--- src/pinmux_pkg.sv ---
// Functional notes
// TWI enable hands PC0 to serial clock
// TWI inputs filtered, pulses under 50 ns dropped
// TWI pins open drain, drive-low steers direction
// TWI pull-up follows port bit unless disabled
// TWI enable turns on slew limit, filters
// async timer2 frees PC7 and PC6 fully
// TDO driven only in shift states
// test pins pull-up forced, inputs off, reset-proof
// timer2 compare value replaces PD7 port value
// timer1 compare A replaces PD5 port value
// timer1 compare B replaces PD4 port value
// PD6 synchronized input feeds timer1 capture
// external irq enable forces PD2/PD3 input on
// transmitter forces PD1 output, pull-up off
// receiver forces PD0 input, feeds receiver
// receiver pull-up follows PD0 data bit
// asserted override enables replace register signals
package pinmux_pkg;

  localparam int PC_SCL = 0;
  localparam int PC_SDA = 1;
  localparam int PC_TCK = 2;
  localparam int PC_TMS = 3;
  localparam int PC_TDO = 4;
  localparam int PC_TDI = 5;
  localparam int PC_OSC_IN = 6;
  localparam int PC_OSC_OUT = 7;
  localparam int PD_RXD = 0;
  localparam int PD_TXD = 1;
  localparam int PD_IRQ0 = 2;
  localparam int PD_IRQ1 = 3;
  localparam int PD_CMP_B = 4;
  localparam int PD_CMP_A = 5;
  localparam int PD_CAPTURE = 6;
  localparam int PD_CMP2 = 7;

  localparam int CORE_CLK_MHZ = 250;
  localparam int SPIKE_NS = 50;
  // least time, rounded up to whole cycles
  localparam int SPIKE_CYCLES = (SPIKE_NS * CORE_CLK_MHZ + 999) / 1000;
  localparam int FILT_CNT_W = 4;
  localparam logic [FILT_CNT_W-1:0] FILT_LAST = FILT_CNT_W'(SPIKE_CYCLES - 1);
  localparam logic [FILT_CNT_W-1:0] FILT_CNT_RESET = 4'h0;
  localparam logic FILT_LEVEL_RESET = 1'b1;

  localparam logic [7:0] TEST_PULLUP_MASK = 8'h2C;
  localparam logic [7:0] DI_RESET = 8'h00;
  localparam logic [1:0] SLEW_RESET = 2'h0;
  localparam logic [2:0] TEST_IN_RESET = 3'h0;

  typedef struct packed {
    logic pullup_override_enable;
    logic pullup_override_value;
    logic direction_override_enable;
    logic direction_override_value;
    logic port_value_override_enable;
    logic port_value_override_value;
    logic input_enable_override_enable;
    logic input_enable_override_value;
  } pin_ovr_s;

  typedef struct packed {
    logic pu;
    logic oe;
    logic out;
    logic die;
  } pin_ctl_s;

  localparam pin_ovr_s OVR_NONE = '0;
  localparam pin_ctl_s CTL_RESET = '0;

  typedef struct packed {
    logic [FILT_CNT_W-1:0] cnt;
    logic level;
  } filt_state_s;

  typedef struct packed {
    pin_ctl_s [7:0] pc_ctl;
    pin_ctl_s [7:0] pd_ctl;
    logic [7:0] pc_di;
    logic [7:0] pd_di;
    logic [1:0] slew;
    logic [2:0] test_in;
  } mux_state_s;

  localparam mux_state_s MUX_RESET = '{
    pc_ctl: {8{CTL_RESET}},
    pd_ctl: {8{CTL_RESET}},
    pc_di: DI_RESET,
    pd_di: DI_RESET,
    slew: SLEW_RESET,
    test_in: TEST_IN_RESET
  };

endpackage

--- src/port_cd_override.sv ---
`timescale 1ns/1ps
module port_cd_override
  import pinmux_pkg::*;
(
  input wire logic CORE_CLK,
  input wire logic SYS_RST,
  input wire logic [7:0] PORTC_DATA,
  input wire logic [7:0] PORTC_DIRECTION,
  input wire logic [7:0] PORTD_DATA,
  input wire logic [7:0] PORTD_DIRECTION,
  input wire logic GLOBAL_PULLUP_DISABLE,
  input wire logic SLEEP_INPUT_DISABLE,
  input wire logic [7:0] PORTC_PIN_IN,
  input wire logic [7:0] PORTD_PIN_IN,
  input wire logic TWI_ENABLE_BIT,
  input wire logic TWI_SCL_PULL_LOW,
  input wire logic TWI_SDA_PULL_LOW,
  input wire logic TIMER2_ASYNC_SELECT,
  input wire logic TEST_PORT_ENABLE,
  input wire logic INSTR_SHIFT_STATE,
  input wire logic DATA_SHIFT_STATE,
  input wire logic TEST_DATA_OUT,
  input wire logic TIMER2_COMPARE_ENABLE,
  input wire logic TIMER2_COMPARE_OUT,
  input wire logic TIMER1_COMPARE_A_ENABLE,
  input wire logic TIMER1_COMPARE_A_OUT,
  input wire logic TIMER1_COMPARE_B_ENABLE,
  input wire logic TIMER1_COMPARE_B_OUT,
  input wire logic EXT_IRQ_ZERO_ENABLE,
  input wire logic EXT_IRQ_ONE_ENABLE,
  input wire logic UART_TX_ENABLE,
  input wire logic UART_TX_DATA,
  input wire logic UART_RX_ENABLE,
  output logic [7:0] PORTC_PIN_OUT,
  output logic [7:0] PORTC_PIN_OE,
  output logic [7:0] PORTC_PULLUP,
  output logic [7:0] PORTC_PIN_READ,
  output logic [7:0] PORTD_PIN_OUT,
  output logic [7:0] PORTD_PIN_OE,
  output logic [7:0] PORTD_PULLUP,
  output logic [7:0] PORTD_PIN_READ,
  output logic [1:0] TWI_SLEW_LIMIT,
  output logic TWI_SCL_IN,
  output logic TWI_SDA_IN,
  output logic TEST_TCK_IN,
  output logic TEST_TMS_IN,
  output logic TEST_TDI_IN,
  output logic TIMER1_CAPTURE_IN,
  output logic EXT_IRQ_ZERO_IN,
  output logic EXT_IRQ_ONE_IN,
  output logic UART_RX_DATA
);

  mux_state_s s_q;
  mux_state_s s_d;
  pin_ovr_s [7:0] ovr_c;
  pin_ovr_s [7:0] ovr_d;
  logic pu_off;
  logic die_norm;

  // each asserted enable takes its override, the rest stay with the port
  function automatic pin_ctl_s apply_ovr(
    input pin_ovr_s o,
    input logic port_bit,
    input logic dir_bit,
    input logic pull_dis,
    input logic die_base
  );
    pin_ctl_s c;
    logic pu_norm;
    pu_norm = port_bit & ~dir_bit & ~pull_dis;
    c.pu = o.pullup_override_enable ? o.pullup_override_value : pu_norm;
    c.oe = o.direction_override_enable ? o.direction_override_value : dir_bit;
    c.out = o.port_value_override_enable ? o.port_value_override_value : port_bit;
    c.die = o.input_enable_override_enable ? o.input_enable_override_value : die_base;
    return c;
  endfunction

  assign pu_off = GLOBAL_PULLUP_DISABLE;
  assign die_norm = ~SLEEP_INPUT_DISABLE;

  always_comb begin
    ovr_c = {8{OVR_NONE}};
    ovr_d = {8{OVR_NONE}};

    // two-wire pins: open drain, drive-low request steers direction
    ovr_c[PC_SCL] = '{
      pullup_override_enable: TWI_ENABLE_BIT,
      pullup_override_value: PORTC_DATA[PC_SCL] & ~pu_off,
      direction_override_enable: TWI_ENABLE_BIT,
      direction_override_value: TWI_SCL_PULL_LOW,
      port_value_override_enable: TWI_ENABLE_BIT,
      port_value_override_value: 1'b0,
      input_enable_override_enable: 1'b0,
      input_enable_override_value: 1'b0
    };
    ovr_c[PC_SDA] = '{
      pullup_override_enable: TWI_ENABLE_BIT,
      pullup_override_value: PORTC_DATA[PC_SDA] & ~pu_off,
      direction_override_enable: TWI_ENABLE_BIT,
      direction_override_value: TWI_SDA_PULL_LOW,
      port_value_override_enable: TWI_ENABLE_BIT,
      port_value_override_value: 1'b0,
      input_enable_override_enable: 1'b0,
      input_enable_override_value: 1'b0
    };

    // test port input pins: clock, mode select, data in
    for (int i = 0; i < 8; i++) begin
      if (TEST_PULLUP_MASK[i]) begin
        ovr_c[i] = '{
          pullup_override_enable: TEST_PORT_ENABLE,
          pullup_override_value: 1'b1,
          direction_override_enable: TEST_PORT_ENABLE,
          direction_override_value: 1'b0,
          port_value_override_enable: 1'b0,
          port_value_override_value: 1'b0,
          input_enable_override_enable: TEST_PORT_ENABLE,
          input_enable_override_value: 1'b0
        };
      end
    end
    ovr_c[PC_TDO] = '{
      pullup_override_enable: TEST_PORT_ENABLE,
      pullup_override_value: 1'b0,
      direction_override_enable: TEST_PORT_ENABLE,
      direction_override_value: INSTR_SHIFT_STATE | DATA_SHIFT_STATE,
      port_value_override_enable: TEST_PORT_ENABLE,
      port_value_override_value: TEST_DATA_OUT,
      input_enable_override_enable: TEST_PORT_ENABLE,
      input_enable_override_value: 1'b0
    };

    // crystal pins of the asynchronous timer
    ovr_c[PC_OSC_IN] = '{
      pullup_override_enable: TIMER2_ASYNC_SELECT,
      pullup_override_value: 1'b0,
      direction_override_enable: TIMER2_ASYNC_SELECT,
      direction_override_value: 1'b0,
      port_value_override_enable: 1'b0,
      port_value_override_value: 1'b0,
      input_enable_override_enable: TIMER2_ASYNC_SELECT,
      input_enable_override_value: 1'b0
    };
    ovr_c[PC_OSC_OUT] = ovr_c[PC_OSC_IN];

    // timer compare outputs keep the port direction bit
    ovr_d[PD_CMP2].port_value_override_enable = TIMER2_COMPARE_ENABLE;
    ovr_d[PD_CMP2].port_value_override_value = TIMER2_COMPARE_OUT;
    ovr_d[PD_CMP_A].port_value_override_enable = TIMER1_COMPARE_A_ENABLE;
    ovr_d[PD_CMP_A].port_value_override_value = TIMER1_COMPARE_A_OUT;
    ovr_d[PD_CMP_B].port_value_override_enable = TIMER1_COMPARE_B_ENABLE;
    ovr_d[PD_CMP_B].port_value_override_value = TIMER1_COMPARE_B_OUT;

    // external interrupt inputs stay readable during sleep input gating
    ovr_d[PD_IRQ0].input_enable_override_enable = EXT_IRQ_ZERO_ENABLE;
    ovr_d[PD_IRQ0].input_enable_override_value = 1'b1;
    ovr_d[PD_IRQ1].input_enable_override_enable = EXT_IRQ_ONE_ENABLE;
    ovr_d[PD_IRQ1].input_enable_override_value = 1'b1;

    ovr_d[PD_TXD] = '{
      pullup_override_enable: UART_TX_ENABLE,
      pullup_override_value: 1'b0,
      direction_override_enable: UART_TX_ENABLE,
      direction_override_value: 1'b1,
      port_value_override_enable: UART_TX_ENABLE,
      port_value_override_value: UART_TX_DATA,
      input_enable_override_enable: 1'b0,
      input_enable_override_value: 1'b0
    };
    ovr_d[PD_RXD] = '{
      pullup_override_enable: UART_RX_ENABLE,
      pullup_override_value: PORTD_DATA[PD_RXD] & ~pu_off,
      direction_override_enable: UART_RX_ENABLE,
      direction_override_value: 1'b0,
      port_value_override_enable: 1'b0,
      port_value_override_value: 1'b0,
      input_enable_override_enable: 1'b0,
      input_enable_override_value: 1'b0
    };
  end

  always_comb begin
    s_d = s_q;
    for (int i = 0; i < 8; i++) begin
      s_d.pc_ctl[i] = apply_ovr(ovr_c[i], PORTC_DATA[i], PORTC_DIRECTION[i], pu_off, die_norm);
      s_d.pd_ctl[i] = apply_ovr(ovr_d[i], PORTD_DATA[i], PORTD_DIRECTION[i], pu_off, die_norm);
      s_d.pc_di[i] = PORTC_PIN_IN[i] & s_d.pc_ctl[i].die;
      s_d.pd_di[i] = PORTD_PIN_IN[i] & s_d.pd_ctl[i].die;
    end
    s_d.slew = {2{TWI_ENABLE_BIT}};
    // test inputs bypass the gated digital path
    s_d.test_in = {PORTC_PIN_IN[PC_TDI], PORTC_PIN_IN[PC_TMS], PORTC_PIN_IN[PC_TCK]};
  end

  always_ff @(posedge CORE_CLK) begin
    if (SYS_RST) begin
      s_q <= MUX_RESET;
    end else begin
      s_q <= s_d;
    end
  end

  // filters sit on the raw pin path, ahead of the serial logic
  spike_filter u_scl_filter (
    .clk(CORE_CLK),
    .rst(SYS_RST),
    .enable(TWI_ENABLE_BIT),
    .raw_in(PORTC_PIN_IN[PC_SCL]),
    .clean_out(TWI_SCL_IN)
  );

  spike_filter u_sda_filter (
    .clk(CORE_CLK),
    .rst(SYS_RST),
    .enable(TWI_ENABLE_BIT),
    .raw_in(PORTC_PIN_IN[PC_SDA]),
    .clean_out(TWI_SDA_IN)
  );

  always_comb begin
    for (int i = 0; i < 8; i++) begin
      PORTC_PIN_OUT[i] = s_q.pc_ctl[i].out;
      PORTC_PIN_OE[i] = s_q.pc_ctl[i].oe;
      PORTD_PIN_OUT[i] = s_q.pd_ctl[i].out;
      PORTD_PIN_OE[i] = s_q.pd_ctl[i].oe;
      PORTD_PULLUP[i] = s_q.pd_ctl[i].pu;
    end
  end

  // test pull-ups bypass the reset so they hold through any reset
  always_comb begin
    for (int i = 0; i < 8; i++) begin
      PORTC_PULLUP[i] = s_q.pc_ctl[i].pu | (TEST_PORT_ENABLE & TEST_PULLUP_MASK[i]);
    end
  end

  assign PORTC_PIN_READ = s_q.pc_di;
  assign PORTD_PIN_READ = s_q.pd_di;
  assign TWI_SLEW_LIMIT = s_q.slew;
  assign TEST_TDI_IN = s_q.test_in[2];
  assign TEST_TMS_IN = s_q.test_in[1];
  assign TEST_TCK_IN = s_q.test_in[0];
  assign TIMER1_CAPTURE_IN = s_q.pd_di[PD_CAPTURE];
  assign EXT_IRQ_ZERO_IN = s_q.pd_di[PD_IRQ0];
  assign EXT_IRQ_ONE_IN = s_q.pd_di[PD_IRQ1];
  assign UART_RX_DATA = s_q.pd_di[PD_RXD];

endmodule

--- src/spike_filter.sv ---
`timescale 1ns/1ps
module spike_filter
  import pinmux_pkg::*;
(
  input wire logic clk,
  input wire logic rst,
  input wire logic enable,
  input wire logic raw_in,
  output logic clean_out
);

  filt_state_s s_q;
  filt_state_s s_d;

  // a new level is accepted only after it held for the full spike time
  always_comb begin
    s_d = s_q;
    if (!enable) begin
      s_d.cnt = FILT_CNT_RESET;
      s_d.level = FILT_LEVEL_RESET;
    end else if (raw_in == s_q.level) begin
      s_d.cnt = FILT_CNT_RESET;
    end else if (s_q.cnt == FILT_LAST) begin
      s_d.cnt = FILT_CNT_RESET;
      s_d.level = raw_in;
    end else begin
      s_d.cnt = s_q.cnt + 4'h1;
    end
  end

  always_ff @(posedge clk) begin
    if (rst) begin
      s_q <= '{cnt: FILT_CNT_RESET, level: FILT_LEVEL_RESET};
    end else begin
      s_q <= s_d;
    end
  end

  assign clean_out = s_q.level;

endmodule

--- config.mk ---
export PLATFORM = sky130hd
export DESIGN_NAME = port_cd_override
export DESIGN_NICKNAME = d
export VERILOG_FILES = /design/src/pinmux_pkg.sv /design/src/port_cd_override.sv /design/src/spike_filter.sv
export SDC_FILE = /design/constraint.sdc
export NUM_CORES = 1
export LEC_CHECK = 0
export ABC_AREA = 1
export BUFFER_PORTS_ARGS = -buffer_cell sky130_fd_sc_hd__buf_2
export CAP_MARGIN = 40
export CORE_ASPECT_RATIO = 0.9
export CORE_MARGIN = 1.5
export CORE_UTILIZATION = 45
export CTS_CLUSTER_DIAMETER = 40
export CTS_CLUSTER_SIZE = 14
export DETAILED_ROUTE_END_ITERATION = 10
export GPL_ROUTABILITY_DRIVEN = 0
export GPL_TIMING_DRIVEN = 1
export PLACE_DENSITY = 0.79
export SLEW_MARGIN = 20
export SYNTH_ARGS = -nofsm -noshare
export SYNTH_HDL_FRONTEND = slang
export SYNTH_SLANG_ARGS = --single-unit
--- constraint.sdc ---
create_clock -name CORE_CLK -period 1.29 [get_ports CORE_CLK]
set_input_delay 0.129 -clock CORE_CLK [delete_from_list [all_inputs] [get_ports CORE_CLK]]
set_output_delay 0.129 -clock CORE_CLK [all_outputs]
set_load 0.005 [all_outputs]
## After elaboration in Yosys (flattened, before gate mapping)

Cells that the tools add are included.

| storage, ports and cells | value |
|---|---|
| bits in registers | 78 |
| input bits | 71 |
| output and inout port bits | 75 |
| logic and storage cells | 167 |

| operators by class | value |
|---|---|
| add/sub/neg operators | 2 |
| equal/unequal tests | 4 |
| mux-type cells | 19 |
| bitwise gates (word level) | 76 |
| reduce and logical (&&, ||, !) cells | 10 |

Operators by type and width:

| cell | count |
|---|---|
| bitwise AND 1 bit | 51 |
| inverter 1 bit | 21 |
| 2-to-1 mux 1 bit | 19 |
| OR reduction 2 bit | 6 |
| adder 4 x 1 -> 4 bit, second input constant | 2 |
| equality test 4 bit, second input constant | 2 |
| OR reduction 4 bit | 2 |
| OR 1 bit | 4 |
| AND reduction 2 bit | 2 |
| equality test 1 bit | 2 |

## Logic depth before layout (Yosys ltp)

Gate-level depths: netlist of the first run.

| logic depth | value |
|---|---|
| depth after elaboration | 4 |
| depth in mapped cells | 5 |

## Cells and area by module

Synthesis of the first run repeated with hierarchy kept, for this count alone.

| unflattened totals | value |
|---|---|
| cell total of the unflattened synthesis | 353 |
| area, all modules | 3014.1 µm² |

By module, submodules not included:

| module | instances | cells an instance | area an instance (µm²) | sequential area each (µm²) |
|---|---|---|---|---|
| port_cd_override | 1 | 293 | 2561.2 | 1361.3 |
| spike_filter | 2 | 30 | 226.5 | 100.1 |

## Worst setup path after synthesis of the first run

OpenSTA, ideal clock, no wires.

| path | value |
|---|---|
| kind | register to register |
| start point | register u_scl_filter.s_q[1] (netlist name) |
| end point | register u_scl_filter.s_q[1] (netlist name) |
| library setup time | 0.066 ns |
| arrival | 0.907 ns |
| data required time | 1.224 ns |
| setup slack | 0.317 ns |
| cell stages (with the launch flop) | 6 |
| buffers on the path | 0 |
| clock period less this slack | 0.973 ns |
| cell sequence | dfxtp_1 -> inv_1 -> ha_1 -> nand3_1 -> nand3_1 -> nor2_1 |

| between the ends | value |
|---|---|
| word-level cells in the longest chain between the ends | 2 |
| elaborated cells on any way between the ends | 3 |

RTL lines:

| what | RTL line | source |
|---|---|---|
| start, declared | spike_filter.sv:12 | `filt_state_s s_q;` |
| start signal, assigned | spike_filter.sv:33 | `s_q <= '{cnt: FILT_CNT_RESET, level: FILT_LEVEL_RESET};` |
| parallel branches: the longest is 2 deep, another holds adder 4 x 1 -> 4 bit | n/a |  |

Parallel ways; which one is timed is not known.
A chain may end at the register's enable or synchronous reset.

## Worst setup path in the final report of the first run

| path | value |
|---|---|
| start point | input PORTD_DIRECTION[1] |
| end point | register s_q, in the netlist PORTD_PULLUP[1] |

| between the ends | value |
|---|---|
| word-level cells in the longest chain between the ends | 3 |

RTL lines:

| what | RTL line | source |
|---|---|---|
| start, declared | port_cd_override.sv:10 | `input wire logic [7:0] PORTD_DIRECTION,` |
| inverter 1 bit | port_cd_override.sv:71 | `pu_norm = port_bit & ~dir_bit & ~pull_dis;` |
| bitwise AND 1 bit (2 in series) | port_cd_override.sv:71 |  |
| end signal, assigned | port_cd_override.sv:198 | `s_q <= MUX_RESET;` |
| end signal, assigned | port_cd_override.sv:200 | `s_q <= s_d;` |
| end, declared | port_cd_override.sv:54 | `mux_state_s s_q;` |

Every way passes these cells.

==> results of run 1 <==
[stage by stage]
step / power, W / instances
floorplan: 0.00286 / 338
global placement: 0.00299 / 504
detailed placement: 0.00300 / 504
CTS: 0.00483 / 541
global route: 0.00501 / 544
finish: 0.00478 / 544
[critical path, delay by kind of cell]
family / cells / cell delay, ns
simple gates: 1 / 0.15
buf+inv: 3 / 1.23
[timing repair]
action,CTS,global route
hold buffers,21,3
endpoints found under the setup margin,0,1
resized for setup,0,1
hold endpoints to repair,22,3
[sequential cells by signal (all words and copies together), names as in the netlist, 4 cells and up]
register          count
u_scl_filter.s_q      4
PORTD_PIN_OUT         8
PORTD_PIN_OE          8
PORTC_PIN_OUT         8
PORTC_PIN_READ        8
u_sda_filter.s_q      4
PORTC_PIN_OE          8
PORTC_PULLUP          5
PORTD_PIN_READ        8
PORTD_PULLUP          8
[cells in the mapped netlist]
cell type,n
sky130_fd_sc_hd__xnor2_1,2
sky130_fd_sc_hd__buf_6,2
sky130_fd_sc_hd__dfxtp_1,78
sky130_fd_sc_hd__nand4_1,2
sky130_fd_sc_hd__o21ai_1,2
sky130_fd_sc_hd__inv_2,1
sky130_fd_sc_hd__buf_2,3
sky130_fd_sc_hd__inv_1,45
sky130_fd_sc_hd__o21ai_0,5
sky130_fd_sc_hd__nor4_1,3
sky130_fd_sc_hd__or2_2,3
sky130_fd_sc_hd__nor3_1,9
sky130_fd_sc_hd__nand2_2,1
sky130_fd_sc_hd__nor2_1,59
sky130_fd_sc_hd__nand3_1,10
sky130_fd_sc_hd__ha_1,4
sky130_fd_sc_hd__buf_4,63
sky130_fd_sc_hd__o211ai_1,2
sky130_fd_sc_hd__a21oi_1,10
sky130_fd_sc_hd__nor3b_1,2
sky130_fd_sc_hd__nand2_1,32
[worst paths after layout]
path / from / end / slack, ns / cells after the start
worst max-delay path: PORTD_DIRECTION[1] / PORTD_PULLUP[1]$_SDFF_PP0_ / 0.06 / 4
worst min-delay path: PORTC_PIN_IN[2] / TEST_TCK_IN$_SDFF_PP0_ / 0.02 / 3
worst max register to register: u_scl_filter.s_q[1]$_SDFF_PP0_ / u_scl_filter.s_q[1]$_SDFF_PP0_ / 0.16 / 5
worst min register to register: u_sda_filter.s_q[1]$_SDFF_PP0_ / u_sda_filter.s_q[1]$_SDFF_PP0_ / 0.48 / 1
[cell type report]
class | instances | area (um2)
Clock buffer | 9 | 124
Clock inverter | 7 | 73.8
Fill cell | 555 | 2480
Inverter | 46 | 173
Multi-Input combinational cell | 146 | 681
Sequential cell | 78 | 1560
Tap cell | 87 | 109
Timing Repair Buffer | 171 | 981
[per-layer routing]
layer | wire [um] | up-vias
met5 | 0 | -
met3 | 473 | 6
met4 | 69 | 0
met1 | 2480 | 1023
met2 | 3240 | 92
li1 | - | 1190
[power groups by stage]
stage | logic, W | registers [W] | clock network (W)
after floorplan | 0.000276 | 0.00259 | 0
after global placement | 0.000410 | 0.00258 | 0
after detailed placement | 0.000417 | 0.00259 | 0
after CTS | 0.000467 | 0.00253 | 0.00183
after global routing | 0.000533 | 0.00254 | 0.00194
final | 0.000476 | 0.00253 | 0.00177
[kinds of logic (layout without fill, tap and decap cells)]
group / count (synthesis) / in the layout / share of synthesized area [%]
xor+xnor: 2 / 2 / 0.600
fa+ha+maj: 4 / 4 / 1.71
simple gates: 121 / 121 / 17.4
compound gates: 19 / 19 / 3.43
buf+inv: 114 / 233 / 23.4
flops: 78 / 78 / 53.5
==> summary.md, run 1 <==
| Metric | Value |
|---|---|
| Run status | complete, no violations |
| DIE WIDTH | 87.9 um |
| Count of state elements after synthesis | 78 |
| Net load switching power | between 0.001 and 0.0015 W |
| Switching Share | about a quarter |
| Growth of design area from synthesis to finish | 26.8% |
| Via density per instance | approximately 4.2 |
| Worst-skew pair later-pin latency | 0.33 ns |
| HPWL after DPL | between 4000 and 5000 um |
| DR pass1 iterations | 4 |
| Highest cell delay on the worst timing path | 0.55 ns |
| CTS tree | done |
| Avg Synthesized Cell Area | ~8.6 um2 |
| Average routed wire per standard cell | 11.5 um |
| Critical Path Slowest Stage Cell | sky130_fd_sc_hd__dlygate4sd3_1 |
| Worst vdd ir | 0.000915 V |
| Final instance area | around 3700 um2 |
| CP arrival | 1.51 ns |
| IO Pins | 146 |
| Final sum of negative setup slack | 0 ns |
| Fin. max-slew vios | 0 |
| Most frequent standard cell in the layout excluding fill and tap cells | sky130_fd_sc_hd__buf_2 |
| Most frequent cells in the layout | 145 x sky130_fd_sc_hd__buf_2, 78 x sky130_fd_sc_hd__dfxtp_1, 59 x sky130_fd_sc_hd__nor2_1, 45 x sky130_fd_sc_hd__inv_1, 32 x sky130_fd_sc_hd__nand2_1 |
| Slew at the pin closest to its max-slew limit | 0.343 ns |
| Fraction of final layout cells sized beyond drive strength 1 | 37.0% |
| Most Crowded Layer GR | met2 |
| Time the final worst path needs with I/O delays and setup | 1.23 ns |
| Hold violation count in the final report | 0 |
| Global-route wire length before repair | 9730 um |
| CTS root buffer | sky130_fd_sc_hd__clkbuf_8 |
| Global routing usage on met1 | 20.0% |
| Final routed wirelength across all metal layers | 6270 um |
| Synthesized instance count | 338 |
| Number of design rule violations left after detail routing | 0 |
| Number of DRC markers after the initial detailed-route iteration | 104 |
| Cell type with the highest aggregate area in the netlist | sky130_fd_sc_hd__dfxtp_1 |
| Yosys synthesis warning count | 0 |
| GR Layer Usage met2 | 33.3% |
| Core box area | 6180 um2 |
| Worst setup skew after layout | 0.00153 ns |
| Critical path class | in -> reg |
| Number of sinks driven by the clock tree | 78 |
| GR Util All Layers | 18.5% |
| Setup violation total in the final timing report | 0 |
| Worst slack on hold paths | 0.0159 ns |
| Net count of the finished layout | 527 |
| Most frequent cell on the critical path | sky130_fd_sc_hd__dlygate4sd3_1 |
| Routing usage on met3 | 5.79% |
| Class of the most critical hold timing path | in -> reg |
| Max frequency | just over 800 MHz |
| Worst Path Max Fanout | 2 |
| Postcts setup bufs | 0 |
| Seq/Total Area, Yosys | 53.5% |
| Clock transition at path regs | 0.09 ns |
| Total number of vias | ~2300 |
| Antenna violations before repair | 0 |
| Portion of total power attributed to combinational logic | 9.9% |
| Via count of the first global-routing pass | 2220 |
| Period utilisation layout | 95.4% |
| Critical Path, Cell by Cell | dlygate4sd3_1, buf_2, nor3_2, dlygate4sd3_1 |
| Maximum Capacitance Violations | 0 |
| DIE AREA | 6980 um2 |
| Post-placement worst setup slack | 0.169 ns |
| Static leakage | 2.01 nW |
| Area share of the leading cell type in the synthesized netlist | around 53% |
| Number of rows created at floorplan | 27 |
| Number of nets with antenna violations after detailed routing | 0 |
| Floorplan die height | 79.4 um |
| Max Root-Sink Buffers | 2 |
| RSZ-0062 raised after global routing | no |
| Reg power frac | ~53% |
| Endpoint kind of the worst setup timing path | flip-flop |
| Kind of start point of the critical path | input port |
| Post-route worst setup slack | 0.0598 ns |
| Number of library cell types mapped by synthesis | 21 |
| H-tree levels | 3 |
| Synthesized netlist net count | 413 |
| Clock network power share | 37.1% |
| Headroom to the max-slew limit | a little under 80% |
| Post-synthesis cell area | 2920 um2 |
| DP Area | 3260 um2 |
| Total grt overflow | 0 |
| Number of buffers created by CTS | 9 |
| End-of-flow core utilization | between 50% and 60% |
| Power per unit of standard cell area | about 1300 nW/um2 |
| Internal power contribution | 0.00365 W |
| Starting utilization of the core area | a little under half |
| Maximum number of pins on one net before global-route repair | 32 |
| Buffers on Ports | 145 |
| Antenna Diode Count | 0 |
| Critical Path RT | 1.57 ns |
| Ranking of synthesized cells by area | sky130_fd_sc_hd__dfxtp_1 53%, sky130_fd_sc_hd__buf_4 16%, sky130_fd_sc_hd__nor2_1 7.6% |
No activity file was read; power rests on OpenSTA's default activity.
==> run 2, diff against run 1 <==
--- a/config.mk
+++ b/config.mk
@@ -5,7 +5,6 @@
 export SDC_FILE = /design/constraint.sdc
 export NUM_CORES = 1
 export LEC_CHECK = 0
-export ABC_AREA = 1
 export BUFFER_PORTS_ARGS = -buffer_cell sky130_fd_sc_hd__buf_2
 export CAP_MARGIN = 40
 export CORE_ASPECT_RATIO = 0.9
@@ -21,3 +20,4 @@
 export SYNTH_ARGS = -nofsm -noshare
 export SYNTH_HDL_FRONTEND = slang
 export SYNTH_SLANG_ARGS = --single-unit
+export TNS_END_PERCENT = 1
==> run 2 against run 1 <==
Count of clock-buffer cells in the layout up 3. Worst hold slack better by 0.0033 ns. Maximum frequency increased by 0.55%. Final cell count down 11%. Clock power down 4%. Register-to-register slack worse by 0.09 ns. Global-route usage down 1.4 points. Sequential power is essentially flat. Cell area is 1.9% lower. Flip-flop and latch count is the same. Clock skew grew 0.0039 ns. Highest routed layer unchanged.
==> summary.md, run 2 <==
| Metric | Value |
|---|---|
| CTS tree | done (unchanged) |
| H-tree levels | 3 (unchanged) |
| Max Root-Sink Buffers | 2 (unchanged) |
| Top_reg_cell synth | sky130_fd_sc_hd__dfxtp_1 (unchanged) |
| Bufs and invs on worst path | 1 (was 3) |
| Number of hold buffers added after cts | 16 (was 21) |
| Run status | complete, no violations (unchanged) |
| Number of fill cells in the layout | 566 (was 555) |
| Yosys synthesis warning count | 0 (unchanged) |
| Synthesized netlist net count | 361 (was 413) |
| CTS root buffer | sky130_fd_sc_hd__clkbuf_8 (unchanged) |
| Fraction of synthesized cell area in xor and xnor cells | 0.598% (was 0.600%) |
| End-of-flow core utilization | 58.4% (was 59.9%) |
| DIE AREA | 7000 um2 (was 6980 um2) |
| Power per unit of standard cell area | 1290 nW/um2 (about the same) |
| Maximum number of pins on one net before global-route repair | 17 (was 32) |
| DIE WIDTH | 88.0 um (was 87.9 um) |
| Post-route worst setup slack | 0.0666 ns (was 0.0598 ns) |
| Seq/Total Area, Yosys | 53.3% (was 53.5%) |
| Most numerous cell in the Yosys netlist | sky130_fd_sc_hd__dfxtp_1 (unchanged) |
| Starting utilization of the core area | 47.1% (was 47.2%) |
| Via count of the first global-routing pass | 2025 (was 2220) |
| Max frequency | 817 MHz (was 813 MHz) |
| Ranking of synthesized cells by area | sky130_fd_sc_hd__dfxtp_1 53%, sky130_fd_sc_hd__buf_4 16%, sky130_fd_sc_hd__nor3b_1 4.4% (was sky130_fd_sc_hd__dfxtp_1 53%, sky130_fd_sc_hd__buf_4 16%, sky130_fd_sc_hd__nor2_1 7.6%) |
| Final sum of negative setup slack | 0 ns (unchanged) |
| Combined area of the multi-input logic cells | 836 um2 (was 681 um2) |
| Net count of the finished layout | 465 (was 527) |
| Via density per instance | 4.42 (was 4.25) |
| Postcts setup bufs | 0 (unchanged) |
| Adder-Cell Fraction of Synth Area | 1.71% (about the same) |
| Final routed wirelength across all metal layers | 6130 um (was 6270 um) |
| Core box area | 6220 um2 (was 6180 um2) |
| Worst vdd ir | 0.000817 V (was 0.000915 V) |
| Number of rows created at floorplan | 27 (unchanged) |
| Critical Path RT | 1.52 ns (was 1.57 ns) |
| CP arrival | 1.45 ns (was 1.51 ns) |
| Worst setup skew after layout | 0.00540 ns (was 0.00153 ns) |
| Most frequent cells after synthesis | 78 x sky130_fd_sc_hd__dfxtp_1, 63 x sky130_fd_sc_hd__buf_4, 24 x sky130_fd_sc_hd__nor2_1 (was 78 x sky130_fd_sc_hd__dfxtp_1, 63 x sky130_fd_sc_hd__buf_4, 59 x sky130_fd_sc_hd__nor2_1) |
| Number of library cell types mapped by synthesis | 27 (was 21) |
| Class of the most critical hold timing path | in -> reg (unchanged) |
| HPWL after DPL | 4350 um (was 4520 um) |
| Synthesized-area fraction occupied by ao, oa, aoi and oai cells | 2.48% (was 3.43%) |
| Register-to-register setup slack | 0.07 ns (was 0.16 ns) |
| Critical Path Slowest Stage Cell | sky130_fd_sc_hd__dfxtp_1 (was sky130_fd_sc_hd__dlygate4sd3_1) |
| Area used by sequential logic in the layout | 1560 um2 (unchanged) |
| Critical Path, Cell by Cell | inv_1, ha_1, nand3_1, mux2i_1, nand2_1 (was dlygate4sd3_1, buf_2, nor3_2, dlygate4sd3_1) |
| Worst slack on hold paths | 0.0192 ns (was 0.0159 ns) |
| Fraction of final layout cells sized beyond drive strength 1 | 43.3% (was 37.0%) |
| Growth of design area from synthesis to finish | 24.1% (was 26.8%) |
| Most frequent standard cell in the layout excluding fill and tap cells | sky130_fd_sc_hd__buf_2 (unchanged) |
| Average routed wire per standard cell | 12.7 um (was 11.5 um) |
| Highest cell delay on the worst timing path | 0.38 ns (was 0.55 ns) |
| Inst Count DP | 450 (was 504) |
| Total number of vias | 2132 (was 2311) |
| Maximum Capacitance Violations | 0 (unchanged) |
| Floorplan die height | 79.5 um (was 79.4 um) |
| Total grt overflow | 0 (unchanged) |
| Worst Path Max Fanout | 4 (was 2) |
| Antenna violations before repair | 0 (unchanged) |
| Post-Synth Simple-Gate Area | 20.7% (was 17.4%) |
| IO Pins | 146 (unchanged) |
| Post-placement worst setup slack | 0.0978 ns (was 0.169 ns) |
| Number of design rule violations left after detail routing | 0 (unchanged) |
| Period utilisation layout | 94.8% (was 95.4%) |
| Clock transition at path regs | 0.08 ns (was 0.09 ns) |
| Number of sinks driven by the clock tree | 78 (unchanged) |
| Static leakage | 1.79 nW (was 2.01 nW) |
| Number of DRC markers after the initial detailed-route iteration | 59 (was 104) |
| CTS-repair resized insts | 0 (unchanged) |
| Fin. max-slew vios | 0 (unchanged) |
| Buffers on Ports | 145 (unchanged) |
| Cell family contributing the most delay on the critical path | flip-flops (was buffers and inverters) |
| Count of state elements after synthesis | 78 (unchanged) |
| RSZ-0062 raised after global routing | no (unchanged) |
| Most frequent cells in the layout | 145 x sky130_fd_sc_hd__buf_2, 78 x sky130_fd_sc_hd__dfxtp_1, 24 x sky130_fd_sc_hd__nor2_1, 20 x sky130_fd_sc_hd__nor2b_1, 17 x sky130_fd_sc_hd__nor3b_1 (was 145 x sky130_fd_sc_hd__buf_2, 78 x sky130_fd_sc_hd__dfxtp_1, 59 x sky130_fd_sc_hd__nor2_1, 45 x sky130_fd_sc_hd__inv_1, 32 x sky130_fd_sc_hd__nand2_1) |
| Slew at the pin closest to its max-slew limit | 0.476 ns (was 0.343 ns) |
| Headroom to the max-slew limit | 68.2% (was 77.2%) |
| Avg Synthesized Cell Area | 10.2 um2 (was 8.64 um2) |
| GR Util All Layers | 17.1% (was 18.5%) |
| Number of synthesized flops with an enable pin | 0 (unchanged) |
| Post-route insts no fill | 482 (was 544) |
| Time the final worst path needs with I/O delays and setup | 1.22 ns (was 1.23 ns) |
| Endpoint kind of the worst setup timing path | flip-flop (unchanged) |
| Largest family of logic cells by synthesized area | simple AND/OR/NAND/NOR gates (was buffers and inverters) |
| Area share of the leading cell type in the synthesized netlist | 53.3% (was 53.5%) |
| Setup violation total in the final timing report | 0 (unchanged) |
| Kind of start point of the critical path | flip-flop (was input port) |
| Synthesized instance count | 286 (was 338) |
| Hold violation count in the final report | 0 (unchanged) |
| Worst-skew pair later-pin latency | 0.33 ns (about the same) |
| Number of buffers created by CTS | 9 (unchanged) |
| Post-synthesis cell area | 2930 um2 (was 2920 um2) |
| Global-route wire length before repair | 9020 um (was 9730 um) |
| Share of synthesized flip-flops with an asynchronous set or reset | 0% (unchanged) |
| Antenna Diode Count | 0 (unchanged) |
| Multiplexer share of the synthesized area | 3.08% (was 0%) |
| DR pass1 iterations | 4 (unchanged) |
| Cell type with the highest aggregate area in the netlist | sky130_fd_sc_hd__dfxtp_1 (unchanged) |
| Critical path class | reg -> reg (was in -> reg) |
| Number of nets with antenna violations after detailed routing | 0 (unchanged) |
## run 2: cell count changes after synthesis, sizes merged, moves of 8 or more
| cell | previous run | this run |
|---|---|---|
| mux2i | 0 | 9 |
| and2 | 0 | 11 |
| nand3 | 10 | 2 |
| inv | 46 | 5 |
| nand2 | 33 | 8 |
| nor2 | 59 | 24 |
| nor2b | 0 | 20 |
| nor3 | 9 | 0 |
| nor3b | 2 | 17 |
## run 2: layout make-up
type / instances / share of cell area [%]
well taps: 87 / 3.00
clock inverters: 4 / 0.827
clock buffers: 12 / 4.55
repair buffers: 164 / 25.0
flip-flops and latches: 78 / 43.0
inverters: 6 / 0.620
multi-input cells: 131 / 23.0
## run 2: stage by stage
stage | instance area [um2] | power, W
final | 3630 | 0.00468
after global routing | 3630 | 0.00491
after CTS | 3630 | 0.00474
after detailed placement | 3280 | 0.00300
after global placement | 3280 | 0.00299
after floorplan | 2930 | 0.00285
## run 2: worst reg2reg max path, cell delays in order (launching register included)
cell and delay, ns:
sky130_fd_sc_hd__dfxtp_1 0.38, sky130_fd_sc_hd__inv_1 0.08, sky130_fd_sc_hd__ha_1 0.24, sky130_fd_sc_hd__nand3_1 0.15, sky130_fd_sc_hd__mux2i_1 0.20, sky130_fd_sc_hd__nand2_1 0.06
## run 2: cell families after synthesis
group,Yosys count
AOI/OAI and AO/OA,14
xor gates and xnor gates,2
adders and majority gates,4
buffers and inverters,77
DFF,78
muxes,9
and+or+nand+nor,102
## run 2: routing by layer
metal  vias to the layer above  track usage [%]  wire [um]
met5                         -                0          0
met4                         0             6.88        133
met3                        13             5.89        443
met2                        92             31.6       3150
met1                       961             17.4       2410
li1                       1066                -          -
## run 2: path summary, 6_finish.rpt
kind | endpoint | cells after the start | start
worst max-delay path | u_sda_filter.clean_out$_SDFFE_PP1P_ | 5 | u_sda_filter.s_q[1]$_SDFF_PP0_
worst min-delay path | PORTC_PIN_OE[2]$_SDFF_PP0_ | 2 | PORTC_DIRECTION[2]
worst max register to register | u_sda_filter.clean_out$_SDFFE_PP1P_ | 5 | u_sda_filter.s_q[1]$_SDFF_PP0_
worst min register to register | u_scl_filter.s_q[1]$_SDFF_PP0_ | 1 | u_scl_filter.s_q[1]$_SDFF_PP0_
## run 2: report_power, final
part	total [W]	internal [W]	switching [W]
clock	0.00170	0.000860	0.000841
sequential	0.00253	0.00250	0.0000257
combinational	0.000452	0.000251	0.000200
==> run 3, diff against run 2 <==
--- a/config.mk
+++ b/config.mk
@@ -16,8 +16,11 @@
 export GPL_ROUTABILITY_DRIVEN = 0
 export GPL_TIMING_DRIVEN = 1
 export PLACE_DENSITY = 0.79
+export SETUP_SLACK_MARGIN = 0.3
+export SKIP_CTS_REPAIR_TIMING = 1
 export SLEW_MARGIN = 20
 export SYNTH_ARGS = -nofsm -noshare
 export SYNTH_HDL_FRONTEND = slang
+export SYNTH_HIERARCHICAL = 1
 export SYNTH_SLANG_ARGS = --single-unit
 export TNS_END_PERCENT = 1
==> run 3 against run 2 <==
Global-route usage shrank 1.1 points. Flip-flop and latch count stayed put. Core utilization increased by 1.0 points.
==> summary.md, run 3 <==
| Metric | Value |
|---|---|
| Run status | complete, no violations (unchanged) |
| HPWL after DPL | 4300 um (was 4350 um) |
| Global-route wire length before repair | 8540 um (was 9020 um) |
| Avg Synthesized Cell Area | 10.6 um2 (was 10.2 um2) |
| Clock network power share | 37.4% (was 36.3%) |
| Via density per instance | 4.38 (was 4.42) |
| Count of state elements after synthesis | 78 (unchanged) |
| Class of the most critical hold timing path | in -> reg (unchanged) |
| Number of design rule violations left after detail routing | 0 (unchanged) |
| End-of-flow core utilization | 59.5% (was 58.4%) |
| CTS tree | done (unchanged) |
| Share of synthesized flip-flops with an asynchronous set or reset | 0% (unchanged) |
| Most numerous cell in the Yosys netlist | sky130_fd_sc_hd__dfxtp_1 (unchanged) |
| Internal power contribution | 0.00369 W (was 0.00362 W) |
| Headroom to the max-slew limit | 71.7% (was 68.2%) |
| Buffers on Ports | 145 (unchanged) |
| CTS root buffer | sky130_fd_sc_hd__clkbuf_8 (unchanged) |
| GR Util All Layers | 16.0% (was 17.1%) |
| Starting utilization of the core area | 47.3% (was 47.1%) |
| Floorplan die height | 79.9 um (was 79.5 um) |
| Most frequent cells in the layout | 142 x sky130_fd_sc_hd__buf_2, 76 x sky130_fd_sc_hd__dfxtp_1, 21 x sky130_fd_sc_hd__nor2_1, 19 x sky130_fd_sc_hd__dlygate4sd3_1, 16 x sky130_fd_sc_hd__nor2b_1 (was 145 x sky130_fd_sc_hd__buf_2, 78 x sky130_fd_sc_hd__dfxtp_1, 24 x sky130_fd_sc_hd__nor2_1, 20 x sky130_fd_sc_hd__nor2b_1, 17 x sky130_fd_sc_hd__nor3b_1) |
| Maximum Capacitance Violations | 0 (unchanged) |
| Worst setup skew after layout | 0.00490 ns (was 0.00540 ns) |
| DIE AREA | 7070 um2 (was 7000 um2) |
| Seq/Total Area, Yosys | 52.8% (was 53.3%) |
| Antenna Diode Count | 0 (unchanged) |
| Via count of the first global-routing pass | 1931 (was 2025) |
| Time the final worst path needs with I/O delays and setup | 1.12 ns (was 1.22 ns) |
| Clock transition at path regs | 0.08 ns (about the same) |
| Area share of the leading cell type in the synthesized netlist | 52.8% (was 53.3%) |
| Portion of total power attributed to combinational logic | 10.0% (was 9.6%) |
| Net load switching power | 0.00112 W (was 0.00107 W) |
| H-tree levels | 3 (unchanged) |
| Number of nets with antenna violations after detailed routing | 0 (unchanged) |
| Post-synthesis cell area | 2960 um2 (was 2930 um2) |
| Critical path class | reg -> out (was reg -> reg) |
| CP arrival | 0.99 ns (was 1.45 ns) |
| Number of fill cells in the layout | 544 (was 566) |
| Worst vdd ir | 0.000867 V (was 0.000817 V) |
| Final sum of negative setup slack | 0 ns (unchanged) |
| Net count of the finished layout | 464 (was 465) |
| Hold violation count in the final report | 0 (unchanged) |
| Number of sinks driven by the clock tree | 78 (unchanged) |
| Launch point of the worst reg-to-reg path | u_scl_filter/s_q[2]$_SDFF_PP0_ (was u_sda_filter.s_q[1]$_SDFF_PP0_) |
| Kind of start point of the critical path | flip-flop (unchanged) |
| Highest cell delay on the worst timing path | 0.31 ns (was 0.38 ns) |
| Combined area of the multi-input logic cells | 852 um2 (was 836 um2) |
| DR pass1 iterations | 4 (unchanged) |
| Register-to-register setup slack | 0.24 ns (was 0.07 ns) |
| Total number of vias | 2109 (was 2132) |
| Number of DRC markers after the initial detailed-route iteration | 37 (was 59) |
| Critical Path Slowest Stage Cell | sky130_fd_sc_hd__dfxtp_1 (unchanged) |
| Cell type with the highest aggregate area in the netlist | sky130_fd_sc_hd__dfxtp_1 (unchanged) |
| Critical Path RT | 1.16 ns (was 1.52 ns) |
| Top_reg_cell synth | sky130_fd_sc_hd__dfxtp_1 (unchanged) |
| Core box area | 6250 um2 (was 6220 um2) |
| Number of rows created at floorplan | 27 (unchanged) |
| Launch point of the critical path | s_q[64]$_SDFF_PP0_ (was u_sda_filter.s_q[1]$_SDFF_PP0_) |
| Total grt overflow | 0 (unchanged) |
| Worst slack on hold paths | 0.00356 ns (was 0.0192 ns) |
| Overall power consumption | 0.00481 W (was 0.00468 W) |
| Power per unit of standard cell area | 1290 nW/um2 (about the same) |
| Number of synthesized flops with an enable pin | 0 (unchanged) |
| DIE WIDTH | 88.4 um (was 88.0 um) |
| Area used by sequential logic in the layout | 1560 um2 (about the same) |
| Reg power frac | 52.6% (was 54.0%) |
| Critical Path, Cell by Cell | or2_4, buf_6 (was inv_1, ha_1, nand3_1, mux2i_1, nand2_1) |
| Period utilisation layout | 86.7% (was 94.8%) |
| Static leakage | 1.83 nW (was 1.79 nW) |
| Number of buffers created by CTS | 9 (unchanged) |
| Endpoint kind of the worst setup timing path | primary output (was flip-flop) |
| Fin. max-slew vios | 0 (unchanged) |
| Setup violation total in the final timing report | 0 (unchanged) |
| Growth of design area from synthesis to finish | 25.7% (was 24.1%) |
| Most frequent cells after synthesis | 78 x sky130_fd_sc_hd__dfxtp_1, 64 x sky130_fd_sc_hd__buf_4, 21 x sky130_fd_sc_hd__nor2_1 (was 78 x sky130_fd_sc_hd__dfxtp_1, 63 x sky130_fd_sc_hd__buf_4, 24 x sky130_fd_sc_hd__nor2_1) |
| RSZ-0062 raised after global routing | yes (was no) |
| Max Root-Sink Buffers | 2 (unchanged) |
| Maximum number of pins on one net before global-route repair | 15 (was 17) |
| Hold path startpoint | PORTC_DIRECTION[2] (unchanged) |
| Final routed wirelength across all metal layers | 6050 um (was 6130 um) |
| Yosys synthesis warning count | 6 (was 0) |
| Slew at the pin closest to its max-slew limit | 0.423 ns (was 0.476 ns) |
| Max frequency | 894 MHz (was 817 MHz) |
| Number of library cell types mapped by synthesis | 29 (was 27) |
| Synthesized instance count | 280 (was 286) |
| Switching Share | 23.4% (was 22.8%) |
| Worst-skew pair later-pin latency | 0.34 ns (was 0.33 ns) |
| Synthesized netlist net count | 355 (was 361) |
| Most frequent standard cell in the layout excluding fill and tap cells | sky130_fd_sc_hd__buf_2 (unchanged) |
| Antenna violations before repair | 0 (unchanged) |
| Fraction of final layout cells sized beyond drive strength 1 | 44.4% (was 43.3%) |
| Worst Path Max Fanout | 1 (was 4) |
| IO Pins | 146 (unchanged) |
| Ranking of synthesized cells by area | sky130_fd_sc_hd__dfxtp_1 53%, sky130_fd_sc_hd__buf_4 16%, sky130_fd_sc_hd__nor3b_1 3.8% (was sky130_fd_sc_hd__dfxtp_1 53%, sky130_fd_sc_hd__buf_4 16%, sky130_fd_sc_hd__nor3b_1 4.4%) |
| Average routed wire per standard cell | 12.6 um (was 12.7 um) |
run 3: logic make-up (layout without fill, tap and decap cells):
family / after synthesis / count (layout) / share of synthesized area [%]
flip-flops: 78 / 78 / 52.8
AND/OR/NAND/NOR: 101 / 101 / 21.7
adder cells (fa/ha/maj): 4 / 4 / 1.69
multiplexers: 5 / 5 / 1.69
buffers and inverters: 78 / 192 / 18.6
XOR/XNOR: 6 / 6 / 1.78
AO/OA/AOI/OAI: 8 / 8 / 1.69
run 3: path summary, 6_finish.rpt:
check | endpoint | cells past startpoint
max reg2reg | u_scl_filter/clean_out$_SDFFE_PP1P_ | 5
min reg2reg | u_scl_filter/s_q[1]$_SDFF_PP0_ | 1
max | PORTC_PULLUP[2] | 2
min | s_q[64]$_SDFF_PP0_ | 2
run 3: layer usage:
layer  routed length, um  up-vias  track usage (%)
met2                3160       90             28.1
met5                   0        -                0
li1                    -     1045                -
met3                 420        9             7.14
met4                 104        0             5.31
met1                2370      965             17.1
run 3: cell type report:
type | count | area share (%)
clock buffer | 10 | 3.43
clock inverter | 6 | 1.85
inverter | 8 | 0.808
multi-input combinational | 124 | 22.9
sequential | 78 | 42.1
tap | 87 | 2.93
timing repair buffer | 168 | 26.0
run 3: stage by stage:
step | cell area, um2 | setup slack (ns) | cells
floorplan | 2960 | 0.283 | 280
global placement | 3300 | 0.258 | 446
detailed placement | 3300 | 0.225 | 446
CTS | 3500 | 0.101 | 462
global route | 3720 | 0.137 | 481
finish | 3720 | 0.171 | 481
run 3: power groups by stage:
stage | clock, W | combinational, W | sequential (W)
after CTS | 0.00186 | 0.000422 | 0.00253
after global placement | 0 | 0.000414 | 0.00258
after global routing | 0.00195 | 0.000534 | 0.00254
after detailed placement | 0 | 0.000420 | 0.00259
after floorplan | 0 | 0.000277 | 0.00258
final | 0.00180 | 0.000481 | 0.00253
run 3: critical path, delay by kind of cell, from the launching register on:
| kind | cells | cell delay [ns] |
|---|---|---|
| buf+inv | 1 | 0.12 |
| simple gates | 1 | 0.22 |
| flops | 1 | 0.31 |
